File: config.mk
export PLATFORM = sky130hd
export DESIGN_NAME = adc_ctrl
export DESIGN_NICKNAME = d
export VERILOG_FILES = /design/src/logic/adc_ctrl_pkg.sv /design/src/logic/coef_scaler.sv /design/src/logic/adc_ctrl.sv
export VERILOG_INCLUDE_DIRS = /design/src /design/src/logic
export SDC_FILE = /design/constraint.sdc
export NUM_CORES = 2
export LEC_CHECK = 0
export BUFFER_PORTS_ARGS = -buffer_cell sky130_fd_sc_hd__buf_4
export CORE_MARGIN = 2
export CORE_UTILIZATION = 46
export DETAILED_ROUTE_END_ITERATION = 7
export GPL_ROUTABILITY_DRIVEN = 0
export MAX_ROUTING_LAYER = met4
export PLACE_DENSITY = 0.6
export SETUP_SLACK_MARGIN = 0.02
export SLEW_MARGIN = 20
export SYNTH_ARGS = -nofsm -noshare
export SYNTH_HDL_FRONTEND = slang
export SYNTH_SLANG_ARGS = --single-unit
export TNS_END_PERCENT = 1
File: constraint.sdc
create_clock -name clk_i -period 16.2 [get_ports clk_i]
set_input_delay 0.81 -clock clk_i [delete_from_list [all_inputs] [get_ports clk_i]]
set_output_delay 0.81 -clock clk_i [all_outputs]
set_load 0.02 [all_outputs]
File: src/logic/adc_ctrl_defines.svh
// register offsets, field positions, reset values and timing counts of the converter control
`ifndef ADC_CTRL_DEFINES_SVH
`define ADC_CTRL_DEFINES_SVH

`define ADDR_MODE        8'h00
`define ADDR_CONFIG      8'h04
`define ADDR_STATUS      8'h08
`define ADDR_DATA        8'h0C
`define ADDR_OFFSET_COEF 8'h10
`define ADDR_FSCALE_COEF 8'h14

`define MODE_OP_LSB      0
`define CFG_CH_LSB       0
`define CFG_REFERENCE_SELECT_BIT   3
`define CFG_GAIN_LSB     8
`define STAT_READY_BIT   0
`define STAT_CAL_BIT     1
`define STAT_RSTWAIT_BIT 2
`define STAT_REFINT_BIT  3
`define STAT_CH_LSB      4

`define OP_CONTINUOUS    3'h0
`define OP_SINGLE        3'h1
`define OP_IDLE          3'h2
`define OP_POWER_DOWN    3'h3
`define OP_INT_ZERO      3'h4
`define OP_INT_FULL      3'h5
`define OP_SYS_ZERO      3'h6
`define OP_SYS_FULL      3'h7

`define MODE_RESET       3'h0
`define CH_RESET         3'h0
`define GAIN_RESET       3'h0
`define REFERENCE_SELECT_RESET     1'b0
`define OFFSET_RESET     24'h00_0000
`define FSCALE_RESET     24'h80_0000

`define SUPPLY_CHANNEL   3'h7
`define GAIN_ONE         3'h0
`define RESET_ONES       6'd32
`define CAL_CONV_SHORT   3'd2
`define CAL_CONV_LONG    3'd4
`define RESET_WAIT_NS    500000
`define CLK_PERIOD_NS    50

`endif

File: src/logic/adc_ctrl_pkg.sv
// types shared by the converter control modules
package adc_ctrl_pkg;
    typedef enum logic [1:0] {
        ST_IDLE,
        ST_CONVERT,
        ST_CALIBRATE,
        ST_POWER_DOWN
    } ctrl_state_t;

    typedef enum logic [1:0] {
        SEL_CHANNEL,
        SEL_ZERO,
        SEL_FULL,
        SEL_SUPPLY
    } input_sel_t;
endpackage : adc_ctrl_pkg

File: src/logic/coef_scaler.sv
// offset subtraction and full-scale multiplication of a raw conversion result
`timescale 1ns/1ps
module coef_scaler #(
    parameter int unsigned W = 24
) (
    input  wire logic         clk_i,
    input  wire logic         rst_i,
    input  wire logic         valid_i,
    input  wire logic [W-1:0] raw_i,
    input  wire logic [W-1:0] offset_i,
    input  wire logic [W-1:0] scale_i,
    output logic      [W-1:0] result_o,
    output logic              valid_o
);
    logic signed [W:0]     diff;
    logic [W-1:0]          mag;
    logic [2*W-1:0]        prod;

    // scale is fixed point with W-1 fraction bits; below zero clamps low, overflow clamps high
    always_comb begin
        diff = $signed({1'b0, raw_i}) - $signed({1'b0, offset_i});
        mag  = diff[W] ? '0 : diff[W-1:0];
        prod = mag * scale_i;
    end

    always_ff @(posedge clk_i) begin
        if (rst_i) begin
            result_o <= '0;
            valid_o  <= 1'b0;
        end else begin
            valid_o <= valid_i;
            if (valid_i) begin
                result_o <= prod[2*W-1] ? '1 : prod[2*W-2:W-1];
            end
        end
    end
endmodule : coef_scaler

File: src/logic/adc_ctrl.sv
// reset, reference, supply monitor and calibration control of the converter
//
// Overview of operation
// - thirty-two consecutive ones on the serial input reset the device and interface
// - reset restarts control logic and modulator and restores every register
// - the same reset happens by itself at power-up
// - channel code all ones converts supply divided by six on internal reference
// - reference select picks internal or external; internal never reaches the pins
// - four mode codes start zero or full-scale calibration, internal or system
// - each result has offset subtracted then is multiplied by full-scale coefficient
// - calibration end updates coefficient, sets ready, drops ready pin, goes idle
// - internal calibrations switch the zero or full-scale source onto the input
// - offset calibrations, internal or system, take two conversion cycles
// - internal full-scale takes two conversions at gain one, four otherwise
// - the full-scale coefficient goes to the selected channel's register
// - system full-scale takes two conversions at any gain and any rate
`timescale 1ns/1ps
`include "adc_ctrl_defines.svh"
module adc_ctrl #(
    parameter int unsigned RESULT_W          = 24,
    parameter int unsigned RESET_WAIT_CYCLES =
        (`RESET_WAIT_NS + `CLK_PERIOD_NS - 1) / `CLK_PERIOD_NS
) (
    input  wire logic                clk_i,
    input  wire logic                rst_i,
    input  wire logic [7:0]          wb_adr_i,
    input  wire logic [31:0]         wb_dat_i,
    input  wire logic [3:0]          wb_sel_i,
    input  wire logic                wb_we_i,
    input  wire logic                wb_cyc_i,
    input  wire logic                wb_stb_i,
    output logic      [31:0]         wb_dat_o,
    output logic                     wb_ack_o,
    input  wire logic                sclk_i,
    input  wire logic                din_i,
    input  wire logic                cs_n_i,
    output logic                     dout_rdy_o,
    output logic                     dout_rdy_oe_n_o,
    input  wire logic [RESULT_W-1:0] raw_data_i,
    input  wire logic                raw_valid_i,
    output logic      [1:0]          input_sel_o,
    output logic      [2:0]          channel_o,
    output logic      [2:0]          gain_code_o,
    output logic                     ref_internal_o,
    output logic                     ext_ref_connect_o,
    output logic                     modulator_reset_o,
    output logic                     conv_restart_o,
    output logic                     power_down_o
);
    localparam int unsigned RW_W = $clog2(RESET_WAIT_CYCLES + 1);

    logic [2:0]                  sync1_q;
    logic [2:0]                  sync2_q;
    logic                        sclk_prev_q;
    logic [5:0]                  ones_cnt_q;
    logic                        serial_reset_q;
    logic                        reset_any;
    logic [RW_W-1:0]             rst_wait_q;

    logic                        ack_q;
    logic [31:0]                 rdata_q;
    logic                        req;
    logic                        wr_en;
    logic                        rd_data_en;
    logic [31:0]                 wmerged;
    logic [31:0]                 status_word;

    adc_ctrl_pkg::ctrl_state_t   state_q;
    logic [2:0]                  mode_q;
    logic [2:0]                  channel_q;
    logic [2:0]                  gain_q;
    logic                        reference_select_q;
    logic [2:0]                  cal_cnt_q;
    logic [2:0]                  cal_need_q;
    logic                        mode_write;
    logic [2:0]                  new_mode;
    logic                        cal_start;
    logic                        cal_done;
    logic [1:0]                  coef_idx;

    logic [RESULT_W-1:0]         offset_q [4];
    logic [RESULT_W-1:0]         fscale_q [4];
    logic [RESULT_W-1:0]         data_q;
    logic [RESULT_W-1:0]         scaled;
    logic                        scaled_valid;
    logic                        result_load;
    logic                        ready_q;
    logic                        rdy_n_q;
    adc_ctrl_pkg::input_sel_t    sel_d;

    // serial pins come from the host's domain: two flops each before use
    always_ff @(posedge clk_i) begin
        if (reset_any) begin
            sync1_q     <= 3'h7;
            sync2_q     <= 3'h7;
            sclk_prev_q <= 1'b1;
        end else begin
            sync1_q     <= {sclk_i, din_i, cs_n_i};
            sync2_q     <= sync1_q;
            sclk_prev_q <= sync2_q[2];
        end
    end

    // count ones taken on sclk rising edges while selected
    always_ff @(posedge clk_i) begin
        if (reset_any) begin
            ones_cnt_q     <= '0;
            serial_reset_q <= 1'b0;
        end else begin
            serial_reset_q <= 1'b0;
            if (sync2_q[0]) begin
                ones_cnt_q <= '0;
            end else if (sync2_q[2] && !sclk_prev_q) begin
                if (!sync2_q[1]) begin
                    ones_cnt_q <= '0;
                end else if (ones_cnt_q == `RESET_ONES - 6'd1) begin
                    ones_cnt_q     <= '0;
                    serial_reset_q <= 1'b1;
                end else begin
                    ones_cnt_q <= ones_cnt_q + 6'd1;
                end
            end
        end
    end

    // power-up and serial reset share one path through every register except the modulator_reset_o and conv_restart_o flops
    assign reset_any = rst_i | serial_reset_q;

    // settle window after reset, shown in status
    always_ff @(posedge clk_i) begin
        if (reset_any) begin
            rst_wait_q <= RW_W'(RESET_WAIT_CYCLES);
        end else if (rst_wait_q != '0) begin
            rst_wait_q <= rst_wait_q - RW_W'(1);
        end
    end

    // wishbone slave: ack one cycle after the request, write and read side effects on the ack edge
    assign req        = wb_cyc_i & wb_stb_i & ~ack_q;
    assign wr_en      = wb_cyc_i & wb_stb_i & wb_we_i & ack_q;
    assign rd_data_en = wb_cyc_i & wb_stb_i & ~wb_we_i & ack_q & (wb_adr_i == `ADDR_DATA);
    assign wb_ack_o   = ack_q;
    assign wb_dat_o   = rdata_q;

    function automatic logic [31:0] merge(input logic [31:0] old, input logic [31:0] dat,
                                          input logic [3:0] sel);
        logic [31:0] r;
        r = old;
        for (int i = 0; i < 4; i++) begin
            if (sel[i]) begin
                r[i*8 +: 8] = dat[i*8 +: 8];
            end
        end
        return r;
    endfunction : merge

    assign status_word = {24'h00_0000, 1'b0, channel_q, (reference_select_q | (channel_q == `SUPPLY_CHANNEL)),
                          (rst_wait_q != '0), (state_q == adc_ctrl_pkg::ST_CALIBRATE), ready_q};

    always_comb begin
        wmerged = 32'h0000_0000;
        if (wb_adr_i == `ADDR_MODE) begin
            wmerged = merge({29'h0, mode_q}, wb_dat_i, wb_sel_i);
        end else if (wb_adr_i == `ADDR_CONFIG) begin
            wmerged = merge({21'h0, gain_q, 4'h0, reference_select_q, channel_q}, wb_dat_i, wb_sel_i);
        end else if (wb_adr_i == `ADDR_OFFSET_COEF) begin
            wmerged = merge({8'h00, offset_q[coef_idx]}, wb_dat_i, wb_sel_i);
        end else if (wb_adr_i == `ADDR_FSCALE_COEF) begin
            wmerged = merge({8'h00, fscale_q[coef_idx]}, wb_dat_i, wb_sel_i);
        end
    end

    always_ff @(posedge clk_i) begin
        if (reset_any) begin
            ack_q   <= 1'b0;
            rdata_q <= 32'h0000_0000;
        end else begin
            ack_q <= req;
            if (req && !wb_we_i) begin
                if (wb_adr_i == `ADDR_MODE) begin
                    rdata_q <= {29'h0, mode_q};
                end else if (wb_adr_i == `ADDR_CONFIG) begin
                    rdata_q <= {21'h0, gain_q, 4'h0, reference_select_q, channel_q};
                end else if (wb_adr_i == `ADDR_STATUS) begin
                    rdata_q <= status_word;
                end else if (wb_adr_i == `ADDR_DATA) begin
                    rdata_q <= {{(32-RESULT_W){1'b0}}, data_q};
                end else if (wb_adr_i == `ADDR_OFFSET_COEF) begin
                    rdata_q <= {{(32-RESULT_W){1'b0}}, offset_q[coef_idx]};
                end else if (wb_adr_i == `ADDR_FSCALE_COEF) begin
                    rdata_q <= {{(32-RESULT_W){1'b0}}, fscale_q[coef_idx]};
                end else begin
                    rdata_q <= 32'h0000_0000;
                end
            end
        end
    end

    // configuration register
    always_ff @(posedge clk_i) begin
        if (reset_any) begin
            channel_q <= `CH_RESET;
            gain_q    <= `GAIN_RESET;
            reference_select_q  <= `REFERENCE_SELECT_RESET;
        end else if (wr_en && wb_adr_i == `ADDR_CONFIG) begin
            channel_q <= wmerged[`CFG_CH_LSB +: 3];
            reference_select_q  <= wmerged[`CFG_REFERENCE_SELECT_BIT];
            gain_q    <= wmerged[`CFG_GAIN_LSB +: 3];
        end
    end

    assign mode_write = wr_en && (wb_adr_i == `ADDR_MODE);
    assign new_mode   = wmerged[`MODE_OP_LSB +: 3];
    assign cal_start  = mode_write && new_mode[2];
    assign cal_done   = (state_q == adc_ctrl_pkg::ST_CALIBRATE) && raw_valid_i
                        && (cal_cnt_q == cal_need_q - 3'd1);

    // operating mode and calibration sequencing
    always_ff @(posedge clk_i) begin
        if (reset_any) begin
            mode_q     <= `MODE_RESET;
            state_q    <= adc_ctrl_pkg::ST_CONVERT;
            cal_cnt_q  <= '0;
            cal_need_q <= `CAL_CONV_SHORT;
        end else if (mode_write) begin
            mode_q    <= new_mode;
            cal_cnt_q <= '0;
            case (new_mode)
                `OP_CONTINUOUS, `OP_SINGLE: state_q <= adc_ctrl_pkg::ST_CONVERT;
                `OP_IDLE:                   state_q <= adc_ctrl_pkg::ST_IDLE;
                `OP_POWER_DOWN:             state_q <= adc_ctrl_pkg::ST_POWER_DOWN;
                default:                    state_q <= adc_ctrl_pkg::ST_CALIBRATE;
            endcase
            if (new_mode == `OP_INT_FULL && gain_q != `GAIN_ONE) begin
                cal_need_q <= `CAL_CONV_LONG;
            end else begin
                cal_need_q <= `CAL_CONV_SHORT;
            end
        end else begin
            case (state_q)
                adc_ctrl_pkg::ST_CONVERT: begin
                    if (raw_valid_i && mode_q == `OP_SINGLE) begin
                        mode_q  <= `OP_IDLE;
                        state_q <= adc_ctrl_pkg::ST_IDLE;
                    end
                end
                adc_ctrl_pkg::ST_CALIBRATE: begin
                    if (cal_done) begin
                        mode_q  <= `OP_IDLE;
                        state_q <= adc_ctrl_pkg::ST_IDLE;
                    end else if (raw_valid_i) begin
                        cal_cnt_q <= cal_cnt_q + 3'd1;
                    end
                end
                default: begin
                    state_q <= state_q;
                end
            endcase
        end
    end

    // channels 0..2 own a coefficient pair; any other code shares the last pair
    assign coef_idx = (channel_q < 3'h3) ? channel_q[1:0] : 2'd3;

    always_ff @(posedge clk_i) begin
        if (reset_any) begin
            for (int i = 0; i < 4; i++) begin
                offset_q[i] <= `OFFSET_RESET;
                fscale_q[i] <= `FSCALE_RESET;
            end
        end else if (cal_done) begin
            if (mode_q == `OP_INT_ZERO || mode_q == `OP_SYS_ZERO) begin
                offset_q[coef_idx] <= raw_data_i;
            end else begin
                fscale_q[coef_idx] <= raw_data_i;
            end
        end else if (wr_en && wb_adr_i == `ADDR_OFFSET_COEF) begin
            offset_q[coef_idx] <= wmerged[RESULT_W-1:0];
        end else if (wr_en && wb_adr_i == `ADDR_FSCALE_COEF) begin
            fscale_q[coef_idx] <= wmerged[RESULT_W-1:0];
        end
    end

    coef_scaler #(
        .W        (RESULT_W)
    ) u_scaler (
        .clk_i    (clk_i),
        .rst_i    (reset_any),
        .valid_i  (raw_valid_i && state_q == adc_ctrl_pkg::ST_CONVERT),
        .raw_i    (raw_data_i),
        .offset_i (offset_q[coef_idx]),
        .scale_i  (fscale_q[coef_idx]),
        .result_o (scaled),
        .valid_o  (scaled_valid)
    );

    // a result still in the scaler when a calibration starts is dropped
    assign result_load = scaled_valid && (state_q != adc_ctrl_pkg::ST_CALIBRATE);

    always_ff @(posedge clk_i) begin
        if (reset_any) begin
            data_q <= '0;
        end else if (result_load) begin
            data_q <= scaled;
        end
    end

    // ready flag: a new result or calibration end wins over a clearing read
    always_ff @(posedge clk_i) begin
        if (reset_any) begin
            ready_q <= 1'b0;
        end else if (result_load || cal_done) begin
            ready_q <= 1'b1;
        end else if (rd_data_en || cal_start) begin
            ready_q <= 1'b0;
        end
    end

    // ready pin level, low means ready
    always_ff @(posedge clk_i) begin
        if (reset_any) begin
            rdy_n_q <= 1'b1;
        end else if (cal_start) begin
            rdy_n_q <= 1'b1;
        end else if (result_load || cal_done) begin
            rdy_n_q <= 1'b0;
        end else if (rd_data_en) begin
            rdy_n_q <= 1'b1;
        end
    end

    // pin is driven only while chip select is low
    always_ff @(posedge clk_i) begin
        if (reset_any) begin
            dout_rdy_o      <= 1'b1;
            dout_rdy_oe_n_o <= 1'b1;
        end else begin
            dout_rdy_o      <= rdy_n_q;
            dout_rdy_oe_n_o <= sync2_q[0];
        end
    end

    // analog front end steering
    always_comb begin
        sel_d = adc_ctrl_pkg::SEL_CHANNEL;
        if (state_q == adc_ctrl_pkg::ST_CALIBRATE && mode_q == `OP_INT_ZERO) begin
            sel_d = adc_ctrl_pkg::SEL_ZERO;
        end else if (state_q == adc_ctrl_pkg::ST_CALIBRATE && mode_q == `OP_INT_FULL) begin
            sel_d = adc_ctrl_pkg::SEL_FULL;
        end else if (channel_q == `SUPPLY_CHANNEL) begin
            sel_d = adc_ctrl_pkg::SEL_SUPPLY;
        end
    end

    always_ff @(posedge clk_i) begin
        if (reset_any) begin
            input_sel_o       <= adc_ctrl_pkg::SEL_CHANNEL;
            channel_o         <= `CH_RESET;
            gain_code_o       <= `GAIN_RESET;
            ref_internal_o    <= `REFERENCE_SELECT_RESET;
            ext_ref_connect_o <= ~`REFERENCE_SELECT_RESET;
            power_down_o      <= 1'b0;
        end else begin
            input_sel_o       <= sel_d;
            channel_o         <= channel_q;
            gain_code_o       <= gain_q;
            // supply monitor always converts against the internal reference
            ref_internal_o    <= reference_select_q | (channel_q == `SUPPLY_CHANNEL);
            ext_ref_connect_o <= ~(reference_select_q | (channel_q == `SUPPLY_CHANNEL));
            power_down_o      <= (state_q == adc_ctrl_pkg::ST_POWER_DOWN);
        end
    end

    // modulator reset on power-up and serial reset; conversion restart on every mode write
    always_ff @(posedge clk_i) begin
        if (rst_i) begin
            modulator_reset_o <= 1'b1;
            conv_restart_o    <= 1'b0;
        end else begin
            modulator_reset_o <= serial_reset_q;
            conv_restart_o    <= mode_write;
        end
    end
endmodule : adc_ctrl

==> metrics.yaml <==
outcome:
  status: "complete, no violations"
detailed_routing:
  drt-initial-drc-count: 2921
  wl_per_cell_um: 23.1
  vias: 27800
  drt-total-wl_um: 114000
  postRouteAntennaNets: 0
  vias_per_cell: 5.64
  dr.pass1.iters: 6
  drc: 0
global_routing:
  gr-usage-met1_pct: 39.8
  antenna_found_initial: 3
  grt_pass1_vias: 28000
  overflow: 0
  use_met2_pct: 48.6
  grtUsageMet3_pct: 3.94
  grt_pass1_wl_um: 174000
  busiest_layer: "met2"
  grt_usage_pct: 30.8
  grt_max_degree: 77
flow_run:
  maxCapViolCount: 0
sta:
  fmax_mhz: 77.3
  finalCritPeriodShare_pct: 79.8
  tns_ps: 0
  period_needed_ps: 12930
  clock_skew_ps: 17.9
  finalSetupViolCount: 0
  slew_headroom_pct: 24.8
  worstMarginPinSlew_ps: 1120
  hold_viol_final: 0
  rsz0062_at_grt: "false"
  slew_violations: 0
logic_synthesis:
  synth_edf_count: 192
  synth_top_area_cell: "fa_1"
  synthArstFlopShare_pct: 0
  ys_types: 90
  ys_top_cells_by_count: "inv_1 (625), nand2_1 (550), nor2_1 (509), fa_1 (482), ha_1 (196)"
  yosysMostFrequentCell: "inv_1"
  synth_seq_cells: 328
  synth_area_leaders: "fa_1 (28%), edfxtp_1 (17%), dfxtp_1 (7.9%)"
  synth-seq-area-share_pct: 24.5
  synth_top_area_share_pct: 27.9
  syn_area_mm2: 0.0346
  yosysWarningCount: 0
  avgSynthCellArea_um2: 8.84
  synth_top_flop_cell: "edfxtp_1"
  syn-instance-count: 3916
worst_setup_path:
  worst_setup_path_start_kind: "flop"
  critPathMaxFanout: 43
  max_stage_delay_ps: 820
  slowest_stage: "or2_2"
  worstSetupEndpointType: "flop"
  crit_path_frequent_cell: "fa_1"
  crit_arrival_ps: 13300
  worstPathRequired_ps: 16560
  critical_path_class: "flop to flop"
cts:
  numClockSinks: 328
  numCtsBuffers: 34
  cts_tree: "done"
  cts_resized: 0
  post_cts_buffers: 0
  clock_latency_ps: 530
  clk_pin_slew_ps: 70
  hold_buffers: 0
  htreeDepth: 2
  clockBufferDepth: 3
  clock-root-buffer: "clkbuf_16"
power_and_ir_drop:
  power.density_mw_per_mm2: 175
  vdd_drop_max_mv: 0.299
  p_leak_uw: 0.0170
die:
  core-area_mm2: 0.0744
  pin_count: 125
  dieArea_mm2: 0.0775
  start_util_pct: 46.5
  chipHeight_um: 278
  die_x_um: 278
  rows: 100
cells_and_area:
  drive_gt1_share_pct: 8.55
  final.fill_count: 7097
  syn2layout_area_growth_pct: 8.68
  final_area_mm2: 0.0376
  fin_cells: 4925
  fin_nets: 4683
  fin_util_pct: 50.5
placed_design:
  portBuffers: 107
  dp.cells: 4861
  place_area_mm2: 0.0365
  hpwl_um: 84400
min_path:
  hold_class: "flop to flop"
-- worst max-delay path, delay by kind of cell (launching register included) --
kind	cells	cell delay, ps
simple gates	5	2660
xor+xnor	1	180
buf+inv	7	840
fa+ha+maj	9	4280
flops	1	760
compound gates	15	3980
-- cell families (layout without fill, tap and decap cells) --
logic type / count (synthesis) / in the layout / synth area share, %
compound gates: 527 / 527 / 9.84
other cells: 1 / 12 / 0.0108
simple gates: 1412 / 1412 / 17.6
buf+inv: 846 / 875 / 9.51
fa+ha+maj: 678 / 678 / 35.0
xor+xnor: 59 / 59 / 1.49
flops: 328 / 328 / 24.5
mux: 65 / 65 / 2.08
-- worst paths after layout --
kind / startpoint / endpoint / slack [ps] / cells past startpoint
worst min register to register: sync1_q[2] / sync2_q[2] / 410 / 1
worst max-delay path: channel_q[2] / u_scaler.result_o[11] / 3270 / 37
worst min-delay path: sync1_q[2] / sync2_q[2] / 410 / 1
worst max register to register: channel_q[2] / u_scaler.result_o[11] / 3270 / 37
-- cell usage in the layout (no fill, tap or decap), types with 6 or more instances in the layout --
| cell type | n |
|---|---|
| xnor2_1 | 39 |
| a22oi_1 | 70 |
| clkbuf_8 | 7 |
| inv_1 | 624 |
| nor2b_1 | 23 |
| o21ai_0 | 105 |
| a21oi_1 | 155 |
| conb_1 | 8 |
| a221oi_1 | 6 |
| mux2i_1 | 36 |
| o21a_1 | 9 |
| or3_1 | 36 |
| o211ai_1 | 6 |
| buf_4 | 188 |
| o21ai_2 | 6 |
| nor3_1 | 49 |
| nor4_1 | 9 |
| nand4_1 | 19 |
| clkbuf_16 | 35 |
| dfxtp_1 | 135 |
| nand2b_1 | 22 |
| mux2_2 | 26 |
| and3_1 | 22 |
| nand2_1 | 550 |
| and2_1 | 45 |
| xor2_1 | 19 |
| nor2_2 | 7 |
| fa_1 | 482 |
| or2_2 | 13 |
| edfxtp_1 | 192 |
| nor2_1 | 502 |
| a31oi_1 | 10 |
| a31oi_2 | 6 |
| a211oi_1 | 41 |
| nand3_1 | 88 |
| a21o_1 | 43 |
| ha_1 | 196 |
| o21bai_1 | 9 |
-- where the power goes --
group | internal, µW | switching, µW | leakage [µW]
combinational | 1760 | 3040 | 0.0133
sequential | 931 | 23.7 | 0.00307
clock | 478 | 337 | 0.000564
-- flip-flops by register name, indices dropped and copies added, names as in the netlist, 2 cells and up --
name               count
state_q                2
fscale_q              96
rst_wait_q            14
gain_q                 3
channel_q              3
gain_code_o            3
wb_dat_o              24
sync2_q                3
offset_q              96
cal_cnt_q              3
mode_q                 3
input_sel_o            2
u_scaler.result_o     24
channel_o              3
ones_cnt_q             6
cal_need_q             2
sync1_q                3
data_q                24
-- area by class of cell --
cell class                 instances  area (µm²)  share of cell area, %
clock buffer                      45         983                   2.61
inverter                         627        2350                   6.26
sequential                       328        8490                   22.6
clock inverter                    15         171                  0.456
tap                              969        1210                   3.22
timing repair buffer             188        1410                   3.75
antenna                            4        10.0                 0.0266
multi-input combinational       2749       23000                   61.1
-- stage by stage --
step | hold slack [ps] | setup slack, ps | power [µW]
floorplan | 384 | 5960 | 4130
global placement | 390 | 3420 | 5730
detailed placement | 394 | 3390 | 5710
CTS | 413 | 3330 | 6570
global route | 430 | 2470 | 7130
finish | 414 | 3270 | 6580
-- per-layer routing --
metal  wire (µm)  part of all wire, %
met5           0                    0
met4        6080                  5.3
met3        9090                  8.0
met2       52400                   46
met1       46100                   41
Power figures use the tool's default switching activity.
